===== src/dtc_pkg.sv =====
// Package for the dual 8-bit cascadable timer.
// Assumes a single 20 MHz clock and CPU-side control held outside as plain ports.
package dtc_pkg;

  // Clock and prescaler
  localparam int unsigned CLK_HZ = 20_000_000;
  localparam int unsigned DIV_A = 8;
  localparam int unsigned DIV_B = 64;
  localparam int unsigned PRE_W = 6;

  // Counter limits
  localparam logic [7:0] CNT_MAX = 8'hFF;
  localparam logic [7:0] CNT_ZERO = 8'h00;
  localparam logic [7:0] COR_RESET = 8'hFF;

  // Clock-select codes
  localparam logic [2:0] CKS_STOP = 3'h0;
  localparam logic [2:0] CKS_FULL = 3'h1;
  localparam logic [2:0] CKS_DIV_A = 3'h2;
  localparam logic [2:0] CKS_DIV_B = 3'h3;
  localparam logic [2:0] CKS_CASCADE = 3'h4;

  // Clear-select codes {clear_select_hi, clear_select_lo}
  localparam logic [1:0] CLR_NONE = 2'h0;
  localparam logic [1:0] CLR_MATCH = 2'h1;
  localparam logic [1:0] CLR_EXT = 2'h3;

  // Output-select codes for the match output pin
  localparam logic [1:0] OSEL_KEEP = 2'h0;
  localparam logic [1:0] OSEL_LOW = 2'h1;
  localparam logic [1:0] OSEL_HIGH = 2'h2;
  localparam logic [1:0] OSEL_TOGGLE = 2'h3;

  // Per-channel configuration bundle
  typedef struct packed {
    logic [2:0] clock_select;
    logic clear_select_hi;
    logic clear_select_lo;
    logic [1:0] output_select;
  } dtc_cfg_s;

endpackage : dtc_pkg


===== src/dtc_timer.sv =====
// Dual 8-bit up-counter with compare match, wrap flag and cascade modes.
// Assumes CPU write strobes are one-cycle pulses on clock_in marking the
// second state of the write; the external clear pin is asynchronous.

// Function
// - A channel's wrap flag is set when its counter rolls from FF to 00.
// - The channels are cascaded when either clock select holds the cascade code.
// - Cascade code on channel 0 makes one 16-bit counter, channel 0 upper, channel 1 lower.
// - In 16-bit mode channel 0's match flag sets only on a full 16-bit match.
// - In 16-bit mode channel 1's match flag sets on a lower-byte match.
// - In 16-bit mode, match clear on channel 0 zeroes both bytes, even with external clear chosen.
// - In 16-bit mode channel 1's clear select is ignored and the low byte never clears alone.
// - In 16-bit mode pin 0 follows channel 0's output select on the 16-bit match.
// - In 16-bit mode pin 1 follows channel 1's output select on the lower-byte match.
// - Cascade code on channel 1 alone makes channel 1 count channel 0's compare match events.
// - In match-count mode each channel handles flags, pins and clearing on its own settings.
// - A counter write coinciding with a count tick stores the data and drops the tick.
// - A compare write coinciding with a match completes and suppresses that match's flag and pin action, but not its counter clear.
module dtc_timer (
  // Clock and reset
  input wire logic clock_in,
  input wire logic resetn_in,
  // Per-channel configuration
  input wire dtc_pkg::dtc_cfg_s channel_control_0_in,
  input wire dtc_pkg::dtc_cfg_s channel_control_1_in,
  // CPU writes, one strobe bit per channel, 8-bit data shared by both
  input wire logic [1:0] count_wr_in,
  input wire logic [7:0] count_wdata_in,
  input wire logic [1:0] compare_wr_in,
  input wire logic [7:0] compare_wdata_in,
  // Flag clears and interrupt enables, one bit per channel
  input wire logic [1:0] match_clear_in,
  input wire logic [1:0] wrap_clear_in,
  input wire logic [1:0] match_irq_en_in,
  input wire logic [1:0] wrap_irq_en_in,
  // External clear pin
  input wire logic external_clear_input_0_in,
  // Counter state
  output logic [7:0] count_value_0_out,
  output logic [7:0] count_value_1_out,
  output logic cascade_out,
  // Flags and interrupts
  output logic [1:0] match_flag_out,
  output logic [1:0] wrap_flag_out,
  output logic [1:0] match_irq_out,
  output logic [1:0] wrap_irq_out,
  // Compare match pins
  output logic match_output_pin_0_out,
  output logic match_output_pin_1_out
);

  logic [dtc_pkg::PRE_W-1:0] pre_ff, nxt_pre;
  logic [7:0] cnt_ff [2];
  logic [7:0] nxt_cnt [2];
  logic [7:0] cor_ff [2];
  logic [7:0] nxt_cor [2];
  logic [1:0] mflag_ff, nxt_mflag, wflag_ff, nxt_wflag;
  logic [1:0] pin_ff, nxt_pin, mprev_ff, nxt_mprev;
  logic ext_s1_ff, ext_s2_ff, ext_s3_ff;
  logic tick_a, tick_b, mode16, mcount, ext_edge, clear16;
  logic [1:0] tick, mlevel, mevt, clr;
  dtc_pkg::dtc_cfg_s cfg [2];

  // Prescaler enables; first ticks when the prescaler reaches 7 (A) and 63 (B)
  always_comb begin
    nxt_pre = pre_ff + 1'b1;
    tick_a = (pre_ff[2:0] == 3'h7);
    tick_b = (pre_ff == 6'h3F);
  end

  always_ff @(posedge clock_in or negedge resetn_in) begin
    if (!resetn_in) begin
      pre_ff <= '0;
    end else begin
      pre_ff <= nxt_pre;
    end
  end

  // Two-stage synchroniser, third stage only for the edge detect
  always_ff @(posedge clock_in or negedge resetn_in) begin
    if (!resetn_in) begin
      ext_s1_ff <= 1'b0;
      ext_s2_ff <= 1'b0;
      ext_s3_ff <= 1'b0;
    end else begin
      ext_s1_ff <= external_clear_input_0_in;
      ext_s2_ff <= ext_s1_ff;
      ext_s3_ff <= ext_s2_ff;
    end
  end

  function automatic logic sel_tick(input logic [2:0] cks, input logic ta, input logic tb);
    logic t;
    t = 1'b0;
    case (cks)
      dtc_pkg::CKS_FULL: t = 1'b1;
      dtc_pkg::CKS_DIV_A: t = ta;
      dtc_pkg::CKS_DIV_B: t = tb;
      default: t = 1'b0;
    endcase
    return t;
  endfunction : sel_tick

  // Mode decode, compare, ticks, clears and next state
  always_comb begin
    cfg[0] = channel_control_0_in;
    cfg[1] = channel_control_1_in;
    mode16 = (cfg[0].clock_select == dtc_pkg::CKS_CASCADE);
    mcount = !mode16 && (cfg[1].clock_select == dtc_pkg::CKS_CASCADE);
    cascade_out = mode16 || mcount;
    ext_edge = ext_s2_ff && !ext_s3_ff;
    // 16-bit match for channel 0 in 16-bit mode, byte match otherwise
    mlevel[0] = mode16 ? ({cnt_ff[0], cnt_ff[1]} == {cor_ff[0], cor_ff[1]})
                       : (cnt_ff[0] == cor_ff[0]);
    mlevel[1] = (cnt_ff[1] == cor_ff[1]);
    // A compare write in the same cycle wins over the match
    mevt = mlevel & ~mprev_ff & ~compare_wr_in;
    nxt_mprev = mlevel;
    // Channel 1 counts channel 0 matches in match-count mode
    tick[1] = mcount ? mevt[0] : sel_tick(cfg[1].clock_select, tick_a, tick_b);
    // A low-byte write drops its tick, so it carries nothing upward either
    tick[0] = mode16 ? (tick[1] && !count_wr_in[1] && cnt_ff[1] == dtc_pkg::CNT_MAX)
                     : sel_tick(cfg[0].clock_select, tick_a, tick_b);
    // In 16-bit mode either clear choice on channel 0 clears on the 16-bit match
    clear16 = (tick[1] && mlevel[0] && ({cfg[0].clear_select_hi, cfg[0].clear_select_lo}
               == dtc_pkg::CLR_MATCH || {cfg[0].clear_select_hi, cfg[0].clear_select_lo}
               == dtc_pkg::CLR_EXT)) || ({cfg[0].clear_select_hi, cfg[0].clear_select_lo}
               == dtc_pkg::CLR_EXT && ext_edge);
    for (int i = 0; i < 2; i++) begin
      clr[i] = (tick[i] && mlevel[i]
                && {cfg[i].clear_select_hi, cfg[i].clear_select_lo} == dtc_pkg::CLR_MATCH)
               || (i == 0 && ext_edge
                && {cfg[i].clear_select_hi, cfg[i].clear_select_lo} == dtc_pkg::CLR_EXT);
    end
    if (mode16) begin
      clr = {clear16, clear16};
    end
    for (int i = 0; i < 2; i++) begin
      nxt_cor[i] = compare_wr_in[i] ? compare_wdata_in : cor_ff[i];
      nxt_cnt[i] = cnt_ff[i];
      nxt_wflag[i] = wflag_ff[i] && !wrap_clear_in[i];
      nxt_mflag[i] = (mflag_ff[i] && !match_clear_in[i]) || mevt[i];
      nxt_pin[i] = pin_ff[i];
      if (count_wr_in[i]) begin
        nxt_cnt[i] = count_wdata_in;
      end else if (clr[i]) begin
        nxt_cnt[i] = dtc_pkg::CNT_ZERO;
      end else if (tick[i]) begin
        nxt_cnt[i] = cnt_ff[i] + 8'h01;
        if (cnt_ff[i] == dtc_pkg::CNT_MAX) begin
          nxt_wflag[i] = 1'b1;
        end
      end
      // Pin action on the channel's own match event
      if (mevt[i]) begin
        case (cfg[i].output_select)
          dtc_pkg::OSEL_LOW: nxt_pin[i] = 1'b0;
          dtc_pkg::OSEL_HIGH: nxt_pin[i] = 1'b1;
          dtc_pkg::OSEL_TOGGLE: nxt_pin[i] = !pin_ff[i];
          default: nxt_pin[i] = pin_ff[i];
        endcase
      end
    end
  end

  // Channel state registers
  always_ff @(posedge clock_in or negedge resetn_in) begin
    if (!resetn_in) begin
      for (int i = 0; i < 2; i++) begin
        cnt_ff[i] <= dtc_pkg::CNT_ZERO;
        cor_ff[i] <= dtc_pkg::COR_RESET;
      end
      mflag_ff <= 2'h0;
      wflag_ff <= 2'h0;
      pin_ff <= 2'h0;
      mprev_ff <= 2'h0;
    end else begin
      for (int i = 0; i < 2; i++) begin
        cnt_ff[i] <= nxt_cnt[i];
        cor_ff[i] <= nxt_cor[i];
      end
      mflag_ff <= nxt_mflag;
      wflag_ff <= nxt_wflag;
      pin_ff <= nxt_pin;
      mprev_ff <= nxt_mprev;
    end
  end

  // Outputs straight from flops; requests gated by enables
  assign count_value_0_out = cnt_ff[0];
  assign count_value_1_out = cnt_ff[1];
  assign match_flag_out = mflag_ff;
  assign wrap_flag_out = wflag_ff;
  assign match_irq_out = mflag_ff & match_irq_en_in;
  assign wrap_irq_out = wflag_ff & wrap_irq_en_in;
  assign match_output_pin_0_out = pin_ff[0];
  assign match_output_pin_1_out = pin_ff[1];
endmodule : dtc_timer


===== config.mk =====
export PLATFORM = sky130hd
export DESIGN_NAME = dtc_timer
export DESIGN_NICKNAME = d
export VERILOG_FILES = /design/src/dtc_pkg.sv /design/src/dtc_timer.sv
export SDC_FILE = /design/constraint.sdc
export NUM_CORES = 1
export LEC_CHECK = 0
export BUFFER_PORTS_ARGS = -buffer_cell sky130_fd_sc_hd__buf_2
export CAP_MARGIN = 15
export CORE_MARGIN = 2
export CORE_UTILIZATION = 49
export CTS_BUF_LIST = sky130_fd_sc_hd__clkbuf_8
export DETAILED_ROUTE_END_ITERATION = 12
export HOLD_SLACK_MARGIN = 0.03
export PLACE_DENSITY = 0.76
export SYNTH_ARGS = -nofsm -noshare
export SYNTH_HDL_FRONTEND = slang
export SYNTH_SLANG_ARGS = --single-unit

===== constraint.sdc =====
create_clock -name clock_in -period 2.15 [get_ports clock_in]
set_clock_uncertainty 0.2 [all_clocks]
set_input_delay 0.43 -clock clock_in [delete_from_list [all_inputs] [get_ports clock_in]]
set_output_delay 0.43 -clock clock_in [all_outputs]
set_load 0.01 [all_outputs]

# Word level (Yosys, flattened, before mapping)

Cells that the tools add are included.

Muxes and demuxes: 22
Reductions and logical operators: 36
Add/subtract/negate cells: 3
Equality and inequality tests: 24
Bitwise logic cells: 6

Operators with widths:

| cell                                                                  | number |
|---|---|
| 8-bit two-way mux                                                     | 6 |
| 8-bit by 1-bit adder with 8-bit output, second input constant         | 2 |
| 16-bit equality test                                                  | 1 |
| 8-bit equality test                                                   | 2 |
| 8-bit equality test, second input constant                            | 2 |
| 1-bit logical AND                                                     | 15 |
| 3-bit by 2-bit equality test with 1-bit output, second input constant | 4 |
| 1-bit case mux with 3 select lines                                    | 4 |
| 3-bit nonzero test                                                    | 4 |
| 1-bit two-way mux                                                     | 11 |
| 2-bit equality test, second input constant                            | 5 |
| 3-bit equality test, second input constant                            | 3 |
| 1-bit zero test                                                       | 9 |
| 2-bit bitwise AND                                                     | 4 |
| 2-bit by 1-bit equality test with 1-bit output, second input constant | 4 |
| 6-bit by 1-bit adder with 6-bit output, second input constant         | 1 |
| 3-bit by 1-bit equality test with 1-bit output, second input constant | 2 |
| 6-bit equality test, second input constant                            | 1 |
| 1-bit logical OR                                                      | 6 |
| 2-bit NOT                                                             | 2 |
| 2-bit AND reduction                                                   | 2 |
| 2-bit two-way mux                                                     | 1 |

Word-level logic and storage cells: 104
Register bits after elaboration: 49

# Logic depth before layout (Yosys ltp)

Depth after elaboration: 14
Gate-level depth with buffers: 9
Mapped depth without buffers: 8

# Worst setup path after synthesis

Ideal clock, no wire load.

Path kind: input to register
Start point: input channel_control_1_in[4] (netlist name)
End point: register cnt_ff, in the netlist count_value_1_out[0]
Required time: 1815 ps
Stages: 6
Arrival time: 2057 ps
Slack: -242 ps
Cell sequence: or3b_1 or4_4 nor3_4 nor2_4 a211oi_4 o31ai_1

Word-level cells in the longest chain between the ends: 9
Elaborated cells between the ends (all ways): 16
Classes of those cells: eq/ne (4); mux (5); reduce/logical (7)

RTL lines:

| element                                                                        | RTL line                          | text |
|---|---|---|
| start, declared                                                                | dtc_timer.sv:25                   | `input wire dtc_pkg::dtc_cfg_s channel_control_1_in,` |
| 3-bit by 2-bit equality test with 1-bit output (tied with other cells)         | dtc_timer.sv:95                   | `case (cks)` |
| 1-bit case mux with 3 select lines / 1-bit logical AND (equally long branches) | dtc_timer.sv:95, dtc_timer.sv:109 |  |
| 1-bit two-way mux (*)                                                          | dtc_timer.sv:120                  | `tick[1] = mcount ? mevt[0] : sel_tick(cfg[1].clock_select, tick_a, tick_b);` |
| 1-bit logical AND (2 in series)                                                | dtc_timer.sv:125                  | `clear16 = (tick[1] && mlevel[0] && ({cfg[0].clear_select_hi, cfg[0].clear_select_lo}` |
| 1-bit logical OR                                                               | dtc_timer.sv:127                  | `== dtc_pkg::CLR_EXT)) \|\| ({cfg[0].clear_select_hi, cfg[0].clear_select_lo}` |
| 2-bit two-way mux                                                              | dtc_timer.sv:135                  | `if (mode16) begin` |
| 8-bit two-way mux                                                              | dtc_timer.sv:146                  | `end else if (clr[i]) begin` |
| 8-bit two-way mux                                                              | dtc_timer.sv:144                  | `if (count_wr_in[i]) begin` |
| end signal, assigned by index                                                  | dtc_timer.sv:170                  | `cnt_ff[i] <= dtc_pkg::CNT_ZERO;` |
| end signal, assigned by index                                                  | dtc_timer.sv:179                  | `cnt_ff[i] <= nxt_cnt[i];` |
| end, declared                                                                  | dtc_timer.sv:53                   | `logic [7:0] cnt_ff [2];` |

Mark *: on every way between the ends. The rest lies on a longest branch, timed or not.
A chain may end at the register's enable or synchronous reset.

# Worst setup path after layout

Start point: register pre_ff[1] (netlist name)
End point: register cnt_ff, in the netlist count_value_0_out[2]

Word-level cells in the longest chain between the ends: 12
Elaborated cells between the ends (all ways): 18
Classes of those cells: eq/ne (2); mux (7); reduce/logical (9)

RTL lines:

| element                                                           | RTL line                         | text |
|---|---|---|
| start, declared                                                   | dtc_timer.sv:52                  | `logic [dtc_pkg::PRE_W-1:0] pre_ff, nxt_pre;` |
| start signal, assigned                                            | dtc_timer.sv:75                  | `pre_ff <= nxt_pre;` |
| 6-bit equality test / 3-bit equality test (equally long branches) | dtc_timer.sv:68, dtc_timer.sv:67 |  |
| 1-bit case mux with 3 select lines                                | dtc_timer.sv:95                  |  |
| 1-bit two-way mux                                                 | dtc_timer.sv:120                 |  |
| 1-bit logical AND (2 in series)                                   | dtc_timer.sv:122                 | `tick[0] = mode16 ? (tick[1] && !count_wr_in[1] && cnt_ff[1] == dtc_pkg::CNT_MAX)` |
| 1-bit two-way mux                                                 | dtc_timer.sv:122                 |  |
| 1-bit logical AND                                                 | dtc_timer.sv:130                 | `clr[i] = (tick[i] && mlevel[i]` |
| 1-bit logical AND                                                 | dtc_timer.sv:131                 | `&& {cfg[i].clear_select_hi, cfg[i].clear_select_lo} == dtc_pkg::CLR_MATCH)` |
| 1-bit logical OR                                                  | dtc_timer.sv:132                 | `\|\| (i == 0 && ext_edge` |
| 2-bit two-way mux                                                 | dtc_timer.sv:135                 |  |
| 8-bit two-way mux                                                 | dtc_timer.sv:146                 |  |
| 8-bit two-way mux                                                 | dtc_timer.sv:144                 |  |

Several ways; a longest one is shown, not always the timed one.

==> results.toml <==
[run_status]
outcome = "finished with violations"
failed_checks = "setup timing"

[floorplanning]
dieHeight_um = 77.1
die_x_um = 77.1
dieArea_um2 = 5950
start_util = 0.510
rows = 26
coreArea_um2 = 5140
boundaryPins = 72

[detailed_routing]
post-route-drc-count = 0
dr.pass1.iters = 6
dr.first_iter.drc_count = 138
vias_per_cell = 5.60
ant_nets = 0
vias = 2507
totalWireLength_um = 7460
routedWlPerCell_um = 16.6

[synth]
syn_area_per_cell_um2 = 10.7
synth_edf_count = 0
ys_ff_latch = 49
yosys.area.top_type = "dfrtp_1"
syn_inst = 244
ys_seq_area_frac = 0.475
synth_area_leaders = "dfrtp_1 32%, dfstp_2 16%, mux2_2 6.9%"
synthMuxAreaShare = 0.0726
yosys_warnings = 0
synth_top_area_share = 0.315
synth-main-ff-cell = "dfrtp_1"
synth_cell_types = 50
synthArstFlopShare = 1.00
synth_compound_area_frac = 0.149
synthSimpleGateAreaFrac = 0.168
synth_fp_nets = 293
synth_xor_area_frac = 0.0869
synth_area_um2 = 2620
synth_top_family_by_area = "simple AND/OR/NAND/NOR gates"
synthAdderAreaFrac = 0.0191

[timing]
setup_ws_ps = -210
setup_viol = 19
fin_crit_sh = 1.10
tightest_slew_ps = 429
max_freq_mhz = 424
maxSlewHeadroom = 0.711
rsz0062_at_grt = "true"
hold_viol = 0
finalHoldWorstSlack_ps = 84.1
fin_tns_setup_ps = -2880
drv_slew = 0
min_period_ps = 2360

[clock_tree]
clkTransAtPathRegs_ps = 100
cts_buffers = 5
cts_tree = "done"
numClockSinks = 49
ctsLongestPathBuffers = 2
cts_root_buffer = "clkbuf_8"
clock_latency_ps = 310
cts-htree-levels = 2

[hold_path]
hold_class = "input port to register"
min_from = "channel_control_1_in[0]"

[worst_setup_path]
critPathRequiredTime_ps = 2150
end_kind = "register"
cp-startpoint = "pre_ff[1]"
cp.arrival_ps = 2360
path_buf_inv = 1
cp_max_fo = 4
slowest_delay_ps = 480
crit_chain = "ha_4 > ha_4 > and4bb_2 > nor2_4 > a211oi_2 > or4_4 > buf_6 > o22ai_4 > a211oi_2"
cp-start-kind = "register"
timing.rr.start = "pre_ff[1]"
crit_family = "simple AND/OR/NAND/NOR gates"
cp_slowest_cell = "or4_4"
crit_type = "register to register"

[placement]
placed_area_um2 = 3520
dpl.hpwl_um = 5530
portBuffers = 71
placedCellCount = 433
routabilityCongestion = 0.932

[global_routing]
track_usage = 0.251
grt_max_degree = 34
grt_pass1_vias = 2432
antenna_found_initial = 0
gr-total-overflow = 0
grt_pass1_wl_um = 11800

[power]
p_per_area_nw_per_um2 = 583
ir_worst_vdd_mv = 0.401
p_total_mw = 2.28
total_leakage_power_nw = 1.78

[layout]
final_cells = 448
design_area_um2 = 3900
num-fill-cells = 369
diodes = 0
nNetsFinal = 426
drive_gt1_frac = 0.585
area_delta_synth_final_pct = 48.9

[job]
maxCapViolCount = 0
synth_stat cells (all sizes together), types with 2 or more instances:
library cell   n
nand2         15
dfrtp         33
o211ai         3
ha             4
nor3b          2
and3           4
nand2b         2
o2111ai        2
a31oi          3
or4            2
nand4          8
o31ai          8
a21o           2
inv           13
o221ai         4
nor3          11
a211oi         6
a311o          2
xor2           8
nor2          11
clkbuf         7
xnor2         18
dfstp         16
and2           6
o22ai          5
or2            3
a2111oi        3
o21ai          4
a21oi          5
mux2          16
nand3          4
final timing paths:
path                                   endpoint  slack [ps]  cells past startpoint
setup / recovery           count_value_0_out[2]        -210                      9
hold / removal                        pin_ff[1]          80                      2
setup reg to reg           count_value_0_out[2]        -210                      9
hold reg to reg                       ext_s2_ff         160                      0
max in group asynchronous             cor_ff[6]         770                      3
min in group asynchronous  count_value_0_out[7]         400                      2
layout make-up:
class | count | area, µm² | share of cell area
clock buffers | 5 | 68.8 | 0.0176
well taps | 70 | 87.6 | 0.0224
multi-input cells | 175 | 1560 | 0.400
inverters | 13 | 48.8 | 0.0125
clock inverters | 3 | 25.0 | 0.00641
flip-flops and latches | 49 | 1250 | 0.319
repair buffers | 133 | 865 | 0.221
registers in the layout (all words and copies together), names as in the netlist:
register,cells
match_flag_out,2
pin_ff,2
mprev_ff,2
ext_s2_ff,1
count_value_1_out,8
ext_s1_ff,1
wrap_flag_out,2
ext_s3_ff,1
cor_ff,16
count_value_0_out,8
pre_ff,6
logic make-up (layout without fill, tap and decap cells):
kind of cell               Yosys count  in the layout
muxes                               17             17
AOI/OAI and AO/OA                   52             52
xor gates and xnor gates            26             26
buffers and inverters               20            154
DFF                                 49             49
adders and majority gates            4              4
and+or+nand+nor                     76             76
timing repair:
action | in CTS | in global routing
hold endpoints to repair | 17 | 0
hold buffers | 2 | 0
pin swaps | 16 | 7
cloned | 1 | 0
gates resized for setup | 30 | 18
setup buffers | 3 | 2
endpoints found under the setup margin | 20 | 20
report_power, final:
group	switching [mW]	internal, mW	total [mW]	leakage (nW)
Combinational	0.293	0.311	0.604	1.16
Clock	0.343	0.238	0.582	0.0466
Sequential	0.0681	1.02	1.09	0.573
metrics by stage:
stage	setup slack, ps	util
finish	-210	0.759
global route	-297	0.759
CTS	-191	0.741
detailed placement	-378	0.686
global placement	-321	0.686
floorplan	-214	-
per-layer routing:
metal / vias up / part of all wire / global-route usage
li1: 1174 / - / -
met1: 1213 / 0.41 / 0.333
met2: 109 / 0.51 / 0.437
met3: 11 / 0.063 / 0.0388
met4: 0 / 0.011 / 0.0464
met5: - / 0 / 0
layout by cell type, fill, tap and decap left out, types with 4 or more instances in the layout:
master,synthesis,final
inv_1,13,12
o22ai_1,5,4
clkbuf_8,0,5
buf_2,0,71
nor3_2,0,5
dfstp_2,16,16
buf_6,0,7
xor2_1,8,7
mux2_2,16,16
and2_1,6,6
nor2_1,10,7
nand4_1,8,8
nand2_1,15,14
o31ai_2,0,6
dfrtp_1,33,33
nand3_1,4,4
xnor2_1,18,15
buf_4,0,52
No activity file was read; power rests on OpenSTA's default activity.
